**config.mk**
```make
export PLATFORM = sky130hd
export DESIGN_NAME = uart_enhanced_register_bank
export DESIGN_NICKNAME = d
export VERILOG_FILES = /design/src/include/uart_bank_pkg.sv /design/src/hdl/uart_enhanced_register_bank.sv /design/src/hdl/uart_rx_ready.sv /design/src/hdl/uart_int_source.sv
export VERILOG_INCLUDE_DIRS = /design/src /design/src/include
export SDC_FILE = /design/constraint.sdc
export NUM_CORES = 1
export LEC_CHECK = 0
export ABC_AREA = 1
export BUFFER_PORTS_ARGS = -buffer_cell sky130_fd_sc_hd__buf_2
export CAP_MARGIN = 20
export CORE_MARGIN = 2
export CORE_UTILIZATION = 44
export DETAILED_ROUTE_END_ITERATION = 8
export PLACE_DENSITY = 0.67
export SLEW_MARGIN = 20
export SYNTH_ARGS = -nofsm -noshare
export SYNTH_HDL_FRONTEND = slang
export SYNTH_SLANG_ARGS = --single-unit
```
**constraint.sdc**
```tcl
create_clock -name clk_sys -period 1.7 [get_ports clk_sys]
set_clock_uncertainty 0.1 [all_clocks]
set_input_delay 0.17 -clock clk_sys [delete_from_list [all_inputs] [get_ports clk_sys]]
set_output_delay 0.17 -clock clk_sys [all_outputs]
set_load 0.02 [all_outputs]
```
**src/include/uart_bank_consts.svh**
```systemverilog
`ifndef UART_BANK_CONSTS_SVH
`define UART_BANK_CONSTS_SVH

// Register addresses, compatible bank
`define UB_A_HOLD 3'h0
`define UB_A_IER 3'h1
`define UB_A_ISR 3'h2
`define UB_A_LCR 3'h3
`define UB_A_MCR 3'h4
`define UB_A_LSR 3'h5
// Register addresses, divisor bank
`define UB_A_DIVLO 3'h0
`define UB_A_DIVHI 3'h1
`define UB_A_FRAC 3'h2
// Register addresses, enhanced bank
`define UB_A_TRG 3'h0
`define UB_A_FEATURE_CONTROL 3'h1
`define UB_A_EFR 3'h2
`define UB_A_FLOW_BASE 3'h4

// Bank selection
`define UB_ENH_KEY 8'hbf
`define UB_LCR_DIVEN 7

// Bit positions
`define UB_EFR_ENH 4
`define UB_FCR_FIFOEN 0
`define UB_IER_RXDATA 0
`define UB_IER_TXEMPTY 1
`define UB_IER_LINE 2
`define UB_IER_MODEM 3
`define UB_FEATURE_CONTROL_TXSEL 7
`define UB_LSR_THRE 5

// Field masks
`define UB_IER_ENH_MASK 8'hf0
`define UB_FCR_ENH_MASK 8'h30
`define UB_MCR_ENH_MASK 8'he0
`define UB_FRAC_MASK 8'h0f
`define UB_FCR_PULSE_MASK 8'h06
`define UB_LINE_ERR_MASK 7'h0f

// Interrupt source codes
`define UB_ISR_LINE 4'h6
`define UB_ISR_RXDATA 4'h4
`define UB_ISR_TXRDY 4'h2
`define UB_ISR_MODEM 4'h0
`define UB_ISR_NONE 4'h1

// Receive trigger table and programmable table select
`define UB_RXTRIG_T0 7'h08
`define UB_RXTRIG_T1 7'h10
`define UB_RXTRIG_T2 7'h38
`define UB_RXTRIG_T3 7'h3c
`define UB_TRIG_TABLE_PROG 2'h3

// Reset values
`define UB_RST_BYTE 8'h00
`define UB_RST_TRIG 7'h01
`define UB_ZERO_LEVEL 7'h00

// Identification, values arbitrary
`define UB_REV_ID 8'h01
`define UB_DEV_ID 8'h5a

`endif

```
**src/include/uart_bank_pkg.sv**
```systemverilog
package uart_bank_pkg;

    typedef struct packed {
        logic sel;
        logic rd;
        logic wr;
        logic [2:0] addr;
        logic [7:0] wdata;
    } host_req_t;

    typedef struct packed {
        logic [6:0] rxLevel;
        logic [6:0] txLevel;
        logic rxPush;
        logic [7:1] lineFlags;
        logic modemChg;
    } uart_stat_t;

    typedef struct packed {
        logic [15:0] divisor;
        logic [3:0] fracDiv;
        logic [7:0] lineCtrl;
        logic [7:0] fifoCtrl;
        logic [7:0] modemCtrl;
        logic [7:0] intEnable;
        logic [7:0] enhFunc;
        logic [7:0] featCtrl;
        logic [6:0] rxTrigger;
        logic [6:0] txTrigger;
        logic [3:0][7:0] flowChars;
    } uart_cfg_t;

    typedef enum logic [2:0] {
        BANK_COMPAT = 3'b001,
        BANK_DIVISOR = 3'b010,
        BANK_ENH = 3'b100
    } bank_t;

    typedef struct packed {
        logic dataReady;
        logic trigHit;
    } rx_state_t;

    typedef struct packed {
        uart_cfg_t cfg;
        logic [6:0] progRxTrig;
        logic txAck;
        logic [7:0] rdData;
        logic irq;
    } bank_state_t;

endpackage

```
**src/hdl/uart_enhanced_register_bank.sv**
```systemverilog
`timescale 1ns/10ps
`default_nettype none
`include "uart_bank_consts.svh"

// What this block does
// Enable register masks four basic interrupt sources
// FIFO receive interrupt needs FIFO and enable
// Receive interrupt raised at trigger level
// Receive interrupt drops below trigger level
// Status code tracks trigger together with output
// Data ready sets when character enters FIFO
// Data ready clears only when FIFO empty
// Extended bits work only with enhanced bit
// Enhanced bit gates extended fields and fraction
// Divisor bytes at zero, one; fraction four bits
// Enhanced registers need the access key
module uart_enhanced_register_bank (
    input wire logic clk_sys,
    input wire logic srst,
    input wire logic ce,
    input wire uart_bank_pkg::host_req_t req,
    input wire uart_bank_pkg::uart_stat_t stat,
    output logic [7:0] rdData,
    output logic irq,
    output uart_bank_pkg::uart_cfg_t cfg
);
    import uart_bank_pkg::*;

    ////////////////////////////////////////////////////////////////////////////
    // Helpers

    function automatic bank_t bankOf(input logic [7:0] line_control_reg);
        if (line_control_reg == `UB_ENH_KEY) begin
            bankOf = BANK_ENH;
        end else if (line_control_reg[`UB_LCR_DIVEN]) begin
            bankOf = BANK_DIVISOR;
        end else begin
            bankOf = BANK_COMPAT;
        end
    endfunction

    function automatic logic [7:0] gateExt(input logic [7:0] value, input logic [7:0] extMask,
                                           input logic enh);
        gateExt = enh ? value : (value & ~extMask);
    endfunction

    function automatic logic [6:0] tableTrig(input logic [1:0] sel);
        case (sel)
            2'h0: tableTrig = `UB_RXTRIG_T0;
            2'h1: tableTrig = `UB_RXTRIG_T1;
            2'h2: tableTrig = `UB_RXTRIG_T2;
            default: tableTrig = `UB_RXTRIG_T3;
        endcase
    endfunction

    ////////////////////////////////////////////////////////////////////////////
    // State

    bank_state_t s;
    bank_state_t next_s;
    bank_t bank;
    logic enh;
    logic fifoMode;
    logic [6:0] rxTrigNow;
    logic dataReady;
    logic trigHit;
    logic [3:0] intCode;
    logic txReady;
    logic lineErr;
    logic idVisible;
    logic [7:0] isrValue;
    logic [7:0] lsrValue;
    logic wrStb;
    logic rdStb;

    assign bank = bankOf(s.cfg.lineCtrl);
    assign enh = s.cfg.enhFunc[`UB_EFR_ENH];
    assign fifoMode = s.cfg.fifoCtrl[`UB_FCR_FIFOEN] && s.cfg.intEnable[`UB_IER_RXDATA];
    assign lineErr = |(stat.lineFlags & `UB_LINE_ERR_MASK);
    assign txReady = stat.lineFlags[`UB_LSR_THRE] && !s.txAck;
    assign idVisible = (s.cfg.divisor == 16'h0000);
    assign wrStb = ce && req.sel && req.wr;
    assign rdStb = ce && req.sel && req.rd;

    always_comb begin
        if (s.cfg.featCtrl[5:4] == `UB_TRIG_TABLE_PROG) begin
            rxTrigNow = s.progRxTrig;
        end else begin
            rxTrigNow = tableTrig(s.cfg.fifoCtrl[7:6]);
        end
    end

    ////////////////////////////////////////////////////////////////////////////
    // Receive readiness and interrupt source

    uart_rx_ready rxReady (
        .clk_sys(clk_sys),
        .srst(srst),
        .ce(ce),
        .rxLevel(stat.rxLevel),
        .rxPush(stat.rxPush),
        .trigLevel(rxTrigNow),
        .fifoMode(fifoMode),
        .dataReady(dataReady),
        .trigHit(trigHit)
    );

    uart_int_source intSource (
        .enable(s.cfg.intEnable[3:0]),
        .lineErr(lineErr),
        .rxHit(trigHit),
        .txReady(txReady),
        .modemChg(stat.modemChg),
        .code(intCode)
    );

    assign isrValue = {{2{s.cfg.fifoCtrl[`UB_FCR_FIFOEN]}}, 2'b00, intCode};
    assign lsrValue = {stat.lineFlags, dataReady};

    ////////////////////////////////////////////////////////////////////////////
    // Register writes and reads

    always_comb begin
        next_s = s;
        // FIFO reset bits act for one cycle only
        next_s.cfg.fifoCtrl = s.cfg.fifoCtrl & ~`UB_FCR_PULSE_MASK;
        if (!stat.lineFlags[`UB_LSR_THRE]) begin
            next_s.txAck = 1'b0;
        end
        next_s.irq = (intCode != `UB_ISR_NONE);

        if (wrStb) begin
            if (req.addr == `UB_A_LCR) begin
                next_s.cfg.lineCtrl = req.wdata;
            end else if (bank == BANK_ENH) begin
                if (req.addr == `UB_A_TRG) begin
                    if (s.cfg.featCtrl[`UB_FEATURE_CONTROL_TXSEL]) begin
                        next_s.cfg.txTrigger = req.wdata[6:0];
                    end else begin
                        next_s.progRxTrig = req.wdata[6:0];
                    end
                end else if (req.addr == `UB_A_FEATURE_CONTROL) begin
                    next_s.cfg.featCtrl = req.wdata;
                end else if (req.addr == `UB_A_EFR) begin
                    next_s.cfg.enhFunc = req.wdata;
                end else if (req.addr >= `UB_A_FLOW_BASE) begin
                    next_s.cfg.flowChars[req.addr[1:0]] = req.wdata;
                end
            end else if (bank == BANK_DIVISOR && req.addr == `UB_A_DIVLO) begin
                next_s.cfg.divisor[7:0] = req.wdata;
            end else if (bank == BANK_DIVISOR && req.addr == `UB_A_DIVHI) begin
                next_s.cfg.divisor[15:8] = req.wdata;
            end else if (bank == BANK_DIVISOR && req.addr == `UB_A_FRAC) begin
                if (enh) begin
                    next_s.cfg.fracDiv = req.wdata[3:0];
                end
            end else if (bank == BANK_COMPAT && req.addr == `UB_A_HOLD) begin
                next_s.txAck = 1'b0;
            end else if (bank == BANK_COMPAT && req.addr == `UB_A_IER) begin
                next_s.cfg.intEnable = gateExt(req.wdata, `UB_IER_ENH_MASK, enh);
            end else if (bank != BANK_ENH && req.addr == `UB_A_ISR) begin
                next_s.cfg.fifoCtrl = gateExt(req.wdata, `UB_FCR_ENH_MASK, enh);
            end else if (req.addr == `UB_A_MCR) begin
                next_s.cfg.modemCtrl = gateExt(req.wdata, `UB_MCR_ENH_MASK, enh);
            end
        end

        if (rdStb) begin
            next_s.rdData = `UB_RST_BYTE;
            if (req.addr == `UB_A_LCR) begin
                next_s.rdData = s.cfg.lineCtrl;
            end else if (bank == BANK_ENH) begin
                if (req.addr == `UB_A_TRG) begin
                    next_s.rdData = {1'b0, s.cfg.featCtrl[`UB_FEATURE_CONTROL_TXSEL] ? stat.txLevel : stat.rxLevel};
                end else if (req.addr == `UB_A_FEATURE_CONTROL) begin
                    next_s.rdData = s.cfg.featCtrl;
                end else if (req.addr == `UB_A_EFR) begin
                    next_s.rdData = s.cfg.enhFunc;
                end else if (req.addr >= `UB_A_FLOW_BASE) begin
                    next_s.rdData = s.cfg.flowChars[req.addr[1:0]];
                end
            end else if (bank == BANK_DIVISOR && req.addr == `UB_A_DIVLO) begin
                next_s.rdData = idVisible ? `UB_REV_ID : s.cfg.divisor[7:0];
            end else if (bank == BANK_DIVISOR && req.addr == `UB_A_DIVHI) begin
                next_s.rdData = idVisible ? `UB_DEV_ID : s.cfg.divisor[15:8];
            end else if (bank == BANK_DIVISOR && req.addr == `UB_A_FRAC) begin
                next_s.rdData = enh ? ({4'h0, s.cfg.fracDiv} & `UB_FRAC_MASK) : `UB_RST_BYTE;
            end else if (bank == BANK_COMPAT && req.addr == `UB_A_IER) begin
                next_s.rdData = gateExt(s.cfg.intEnable, `UB_IER_ENH_MASK, enh);
            end else if (bank != BANK_ENH && req.addr == `UB_A_ISR) begin
                next_s.rdData = isrValue;
                // Reading a transmit-ready source acknowledges it
                if (intCode == `UB_ISR_TXRDY) begin
                    next_s.txAck = 1'b1;
                end
            end else if (req.addr == `UB_A_MCR) begin
                next_s.rdData = gateExt(s.cfg.modemCtrl, `UB_MCR_ENH_MASK, enh);
            end else if (req.addr == `UB_A_LSR) begin
                next_s.rdData = lsrValue;
            end
        end
    end

    ////////////////////////////////////////////////////////////////////////////
    // Registers

    always_ff @(posedge clk_sys) begin
        if (srst) begin
            s <= '0;
            s.progRxTrig <= `UB_RST_TRIG;
            s.cfg.rxTrigger <= `UB_RST_TRIG;
            s.cfg.txTrigger <= `UB_RST_TRIG;
        end else if (ce) begin
            s <= next_s;
            s.cfg.rxTrigger <= rxTrigNow;
        end
    end

    assign rdData = s.rdData;
    assign irq = s.irq;
    assign cfg = s.cfg;
endmodule
`default_nettype wire

```
**src/hdl/uart_rx_ready.sv**
```systemverilog
`timescale 1ns/10ps
`default_nettype none
`include "uart_bank_consts.svh"

module uart_rx_ready
    import uart_bank_pkg::*;
(
    input wire logic clk_sys,
    input wire logic srst,
    input wire logic ce,
    input wire logic [6:0] rxLevel,
    input wire logic rxPush,
    input wire logic [6:0] trigLevel,
    input wire logic fifoMode,
    output logic dataReady,
    output logic trigHit
);
    rx_state_t s;
    rx_state_t next_s;

    always_comb begin
        next_s = s;
        // Set on a push wins over the empty clear
        if (rxPush) begin
            next_s.dataReady = 1'b1;
        end else if (rxLevel == `UB_ZERO_LEVEL) begin
            next_s.dataReady = 1'b0;
        end
        if (fifoMode) begin
            next_s.trigHit = (rxLevel >= trigLevel);
        end else begin
            next_s.trigHit = (rxLevel != `UB_ZERO_LEVEL);
        end
    end

    always_ff @(posedge clk_sys) begin
        if (srst) begin
            s <= '0;
        end else if (ce) begin
            s <= next_s;
        end
    end

    assign dataReady = s.dataReady;
    assign trigHit = s.trigHit;
endmodule
`default_nettype wire

```
**src/hdl/uart_int_source.sv**
```systemverilog
`timescale 1ns/10ps
`default_nettype none
`include "uart_bank_consts.svh"

module uart_int_source (
    input wire logic [3:0] enable,
    input wire logic lineErr,
    input wire logic rxHit,
    input wire logic txReady,
    input wire logic modemChg,
    output logic [3:0] code
);
    // Highest pending enabled source wins
    always_comb begin
        if (enable[`UB_IER_LINE] && lineErr) begin
            code = `UB_ISR_LINE;
        end else if (enable[`UB_IER_RXDATA] && rxHit) begin
            code = `UB_ISR_RXDATA;
        end else if (enable[`UB_IER_TXEMPTY] && txReady) begin
            code = `UB_ISR_TXRDY;
        end else if (enable[`UB_IER_MODEM] && modemChg) begin
            code = `UB_ISR_MODEM;
        end else begin
            code = `UB_ISR_NONE;
        end
    end
endmodule
`default_nettype wire

```
# ---- Word level (Yosys, flattened, before mapping)
# Index checks and enable logic that the tools add are counted.
dict set report word_totals {
  reg_bits 133
  latchBits 0
  ramBits 0
  rom_bits 0
  inputBits 40
  elab_cells 163
  n_memories 0
}
dict set report classes {
  addsub 0
  multipliers 0
  div_mod_pow 0
  magnitude_cmp 4
  eq_ne 15
  shift 0
  n_mux 72
  bitwise 12
  n_reduce_logical 38
}
# cell n
set op_table {}
lappend op_table {{2-to-1 mux 8 bit} 27}
lappend op_table {{2-to-1 mux 19 bit} 5}
lappend op_table {{2-to-1 mux 35 bit} 2}
lappend op_table {{bitwise mux 32 bit} 1}
lappend op_table {{2-to-1 mux 16 bit} 2}
lappend op_table {{AND reduction 6 bit} 4}
lappend op_table {{2-to-1 mux 1 bit} 20}
lappend op_table {{one-hot mux 6 bit (3 select lines)} 1}
lappend op_table {{binary-select mux 8 bit (select 2 bit)} 1}
lappend op_table {{demux 8 bit (select 2 bit)} 1}
lappend op_table {{logical AND 1 bit} 16}
lappend op_table {{logical NOT 16 bit} 1}
lappend op_table {{2-to-1 mux 4 bit} 4}
lappend op_table {{AND reduction 8 bit} 2}
lappend op_table {{2-to-1 mux 7 bit} 2}
lappend op_table {{inverter 1 bit} 12}
lappend op_table {{2-to-1 mux 11 bit} 1}
lappend op_table {{AND reduction 11 bit} 1}
lappend op_table {{AND reduction 10 bit} 1}
lappend op_table {{== test 3 x 2 -> 1 bit, second input constant} 3}
lappend op_table {{== test 3 bit, second input constant} 3}
lappend op_table {{2-to-1 mux 9 bit} 1}
lappend op_table {{AND reduction 9 bit} 1}
lappend op_table {{== test 8 bit, second input constant} 1}
lappend op_table {{other kinds (24)} 28}

# ---- Depth between registers and ports, before layout
dict set report depth {
  depth_word 20
  mapped_depth 14
  ltp_nobuf 14
}

# ---- Modules after synthesis
# From an unflattened synthesis, not the netlist that was laid out.
dict set report unflattened {
  hier_cells 1019
  area_unflattened_um2 7377.1
}
# mod n_inst cells_per_inst area_each_um2 seq_area_each_um2
set modules_own_cells {}
lappend modules_own_cells {uart_enhanced_register_bank 1 956 7013.0 2622.5}
lappend modules_own_cells {uart_rx_ready 1 51 297.8 40.0}
lappend modules_own_cells {uart_int_source 1 12 66.3 0.0}

# ---- Least setup slack after synthesis
# Ideal clock, no wire load.
dict set report synth_path {
  path_kind {register to register}
  start {register cfg[51] (netlist name)}
  end {register rxReady.s, in the netlist rxReady.trigHit}
  setup_ns 0.132
  arrival_time_ns 1.587
  required_ns 1.468
  path_slack_ns -0.119
  stages_incl_launch_ff 13
  n_path_buf 0
  path_cell_list {dfxtp_1 > nand2_1 > nand2_1 > o22ai_1 > ha_1 > a21oi_1 > nor2_1 > a211oi_1 > nand3_1 > nand3_1 > nand2_1 > nand2_1 > a21oi_1}
}
dict set report synth_via {
  elab_chain_len 4
}
# item line
set synth_lines {}
lappend synth_lines {{== test 2 bit (no source line)} -}
lappend synth_lines {{2-to-1 mux 7 bit} uart_enhanced_register_bank.sv:86} ;# if (s.cfg.featCtrl[5:4] == `UB_TRIG_TABLE_PROG) begin
lappend synth_lines {{>= comparator 7 bit} uart_rx_ready.sv:30} ;# next_s.trigHit = (rxLevel >= trigLevel);
lappend synth_lines {{2-to-1 mux 1 bit} uart_rx_ready.sv:29} ;# if (fifoMode) begin
lappend synth_lines {{to (signal assigned)} uart_rx_ready.sv:40} ;# s <= next_s;
lappend synth_lines {{to (decl)} uart_rx_ready.sv:18} ;# rx_state_t s;
# Every way passes these cells.
# A chain may end at the register's enable or synchronous reset.

# ---- Final worst setup path
dict set report layout_path {
  start {register cfg[92] (netlist name)}
  end {register cfg[68] (netlist name)}
}
dict set report layout_via {
  elab_chain_len 6
  word_cells_on_any_way 16
}
# item line
set layout_lines {}
lappend layout_lines {{== test 8 bit (no source line) (*)} -}
lappend layout_lines {{2-to-1 mux 3 bit (*)} uart_enhanced_register_bank.sv:33} ;# if (line_control_reg == `UB_ENH_KEY) begin
lappend layout_lines {{== test 3 x 2 -> 1 bit / == test 3 x 1 -> 1 bit (equally long branches)} -}
lappend layout_lines {{logical AND 1 bit (no source line)} -}
lappend layout_lines {{inverter 1 bit (no source line)} -}
lappend layout_lines {{AND reduction 9 bit (no source line) (*)} -}
# Mark *: on every way between the ends. The rest lies on a longest branch, timed or not.

==> flow_summary_export.csv <==
group,metric,value,unit
status,status,"finished with violations",
status,violations,"negative setup slack",
layout,diodes,0,
critical_path,crit_required,1950,ps
synth,synth_edf_count,0,
die,die_area,17500,um2
power,p_seq_share,40.9,%
layout,final_nets,1216,
critical_path,critPathCaptureType,"register",
critical_path,path_common_cell,"nand2_4",
global_route,grt_max_degree,43,
clock_network,cts_sinks,133,
critical_path,cp.arrival,2120,ps
clock_network,cts-root-buf,"clkbuf_16",
global_route,antenna_found_initial,0,
layout,area_growth,38.3,%
timing,relSlewSlack,58.6,%
critical_path,crit_buf_inv,4,
timing,max_freq,536,MHz
die,rows,46,
clock_network,htree_num_levels,4,
synth,ys_ff_latch,133,
synth,ys_seq_area_share,36.8,%
synth,syn-num-nets,1054,
power,p_leak,4.58,nW
clock_network,cts_tree,"yes",
timing,fin_crit_sh,110,%
timing,finalHoldViolations,0,
clock_network,clock_latency,420,ps
clock_network,numCtsBuffers,17,
power,p_per_area,770,nW/um2
synth,yosys-top-cells-area,"dfxtp_1, buf_4, nand2_1, a21oi_1, o21ai_0",
critical_path,start_kind,"register",
timing,setup_viol,87,
synth,avgSynthCellArea,7.19,um2
power,p_int,5.80,mW
die,pin_count,163,
drt,route.detailed.drc,0,
synth,ys.flop_type,"dfxtp_1",
synth,async_reset_ff_share,0,%
drt,vias,7599,
synth,syn_area,7240,um2
die,core_area,16000,um2
synth,yosys_warnings,0,
power,power,7.71,mW
power,pwr-share-comb,8.9,%
hold_path,hold_path.class,"primary input to register",
die,die_w,132,um
critical_path,worstSetupPathType,"register to register",
drt,dr.pass1.iters,5,
power,clockPowerShare,50.2,%
drt,ant_nets,0,
global_route,grt_first_pass_wirelength,37000,um
synth,synthCells,1007,
die,die_y,132,um
synth,ys_types,36,
drt,finalWirelength,25600,um
power,p_sw,1.91,mW
timing,worst_pin_slew,621,ps
timing,rsz0062_at_grt,"true",
global_route,track_usage,27.1,%
drt,viasPerCell,5.44,
power,switching_share,24.7,%
layout,final_core_util,62.6,%
timing,setup_ws,-166,ps
placement,pre_cts_slack,-187,ps
synth,synth_common_cells,"nand2_1, dfxtp_1, buf_4, a21oi_1, o21ai_0",
placement,dp_hpwl,17400,um
clock_network,clockBufferDepth,2,
synth,synth_most_common_cell,"nand2_1",
placement,port_buffers,162,
flow_run,cap_violations,0,
drt,drt_iter0_drc,630,
timing,slew_violations,0,
synth,yosysTopAreaCell,"dfxtp_1",
global_route,grt_pass1_vias,6807,
clock_network,clk_pin_slew_worst_paths,60,ps
critical_path,crit_family,"simple AND/OR/NAND/NOR gates",
placement,finalWeightedCongestion,0.901,
critical_path,slowest_stage,"dfxtp_2",
power,irDropWorstVdd,0.000737,V
timing,period_minus_slack,1870,ps
global_route,grt_remaining_overflow,0,
layout,drive_gt1_share,44.0,%
synth,post-synth-top-area-fraction,36.8,%
critical_path,crit_chain,"inv_2 > nand2_4 > nor2_4 > nand2_4 > nand2_4 > nor2_4 > inv_2 > nand2_4 > nor3_4 > buf_6 > buf_6 > nand3_4 > a21oi_2",
critical_path,crit_fanout,8,
drt,wire_per_inst,18.3,um
critical_path,cp_slowest_stage_delay,320,ps
layout,n_fill_cell,1425,
die,start_util,45.2,%
repair_timing:
action                                  CTS  global route
setup buffers                            16            10
gates resized for setup                  58           214
hold endpoints to repair                  8             0
hold buffers                              6             0
cloned                                    0             7
endpoints found under the setup margin  104           114
pin swaps                                14            45
cell type report:
type | instances | area, um2 | share of cell area (%)
tap | 216 | 270 | 2.70
inverter | 72 | 308 | 3.07
sequential | 133 | 2670 | 26.7
clock inverter | 11 | 150 | 1.50
clock buffer | 21 | 470 | 4.70
timing repair buffer | 310 | 2300 | 23.0
multi-input combinational | 635 | 3840 | 38.4
worst register-to-register path, delay by kind of cell (launching register included):
family / cells / cell delay, ps
AO/OA/AOI/OAI: 1 / 160
flip-flops: 1 / 320
AND/OR/NAND/NOR: 8 / 770
buffers and inverters: 4 / 450
worst paths after layout:
path / from / endpoint / slack, ps / depth (start not counted)
worst max-delay path: cfg[92] / cfg[68] / -170 / 13
worst min-delay path: stat[0] / irq / 10 / 5
worst max register to register: cfg[92] / cfg[68] / -170 / 13
worst min register to register: rdData[2] / rdData[2] / 370 / 2
per-stage QoR:
step	hold slack (ps)	area (um2)	instances	TNS, ps
after CTS	1.64	9180	1381	-1050
final	12.4	10000	1398	-5870
after floorplan	183	7280	1007	-242
after detailed placement	357	8180	1327	-5270
after global routing	29.1	10000	1398	-15010
after global placement	346	8180	1327	-2910
layout by cell type (no fill, tap or decap), types with 13 or more instances in the layout:
| cell | n |
|---|---|
| buf_6 | 25 |
| nor2_2 | 16 |
| nor2_4 | 18 |
| inv_1 | 51 |
| o21ai_0 | 37 |
| o21ai_1 | 30 |
| a211oi_1 | 13 |
| nand2_4 | 13 |
| nand2_2 | 15 |
| nand3_1 | 31 |
| a21oi_2 | 20 |
| o21ai_2 | 44 |
| clkbuf_16 | 23 |
| buf_4 | 98 |
| a21oi_1 | 104 |
| nand3_2 | 15 |
| buf_12 | 13 |
| dfxtp_1 | 127 |
| buf_2 | 162 |
| nor2_1 | 50 |
| nand2_1 | 172 |
flip-flops by register name (all words and copies together), names as in the netlist:
signal	cells
cfg	114
irq	1
s	8
rxReady.trigHit	1
rdData	8
rxReady.dataReady	1
routing by layer:
metal,GRT usage (%),share of wire (%)
met1,35.6,41
met5,0,0
met2,45.0,48
met4,9.44,2.5
met3,4.96,8.4
power groups by stage:
| stage | sequential (mW) | clock [mW] | combinational, mW |
|---|---|---|---|
| 2_1_floorplan | 3.22 | 0 | 0.312 |
| 3_3_place_gp | 3.22 | 0 | 0.571 |
| 3_5_place_dp | 3.22 | 0 | 0.573 |
| 4_1_cts | 3.15 | 3.87 | 0.611 |
| 5_1_grt | 3.16 | 4.02 | 0.724 |
| 6_report | 3.15 | 3.87 | 0.684 |
logic make-up (layout without fill, tap and decap cells):
| kind of cell | after synthesis | count (layout) | share of synthesized area [%] |
|---|---|---|---|
| AO/OA/AOI/OAI | 271 | 271 | 19.9 |
| adder cells (fa/ha/maj) | 7 | 7 | 1.21 |
| buffers and inverters | 239 | 414 | 19.5 |
| flip-flops | 133 | 133 | 36.8 |
| AND/OR/NAND/NOR | 357 | 357 | 22.6 |
No activity file was read; power rests on OpenSTA's default activity.
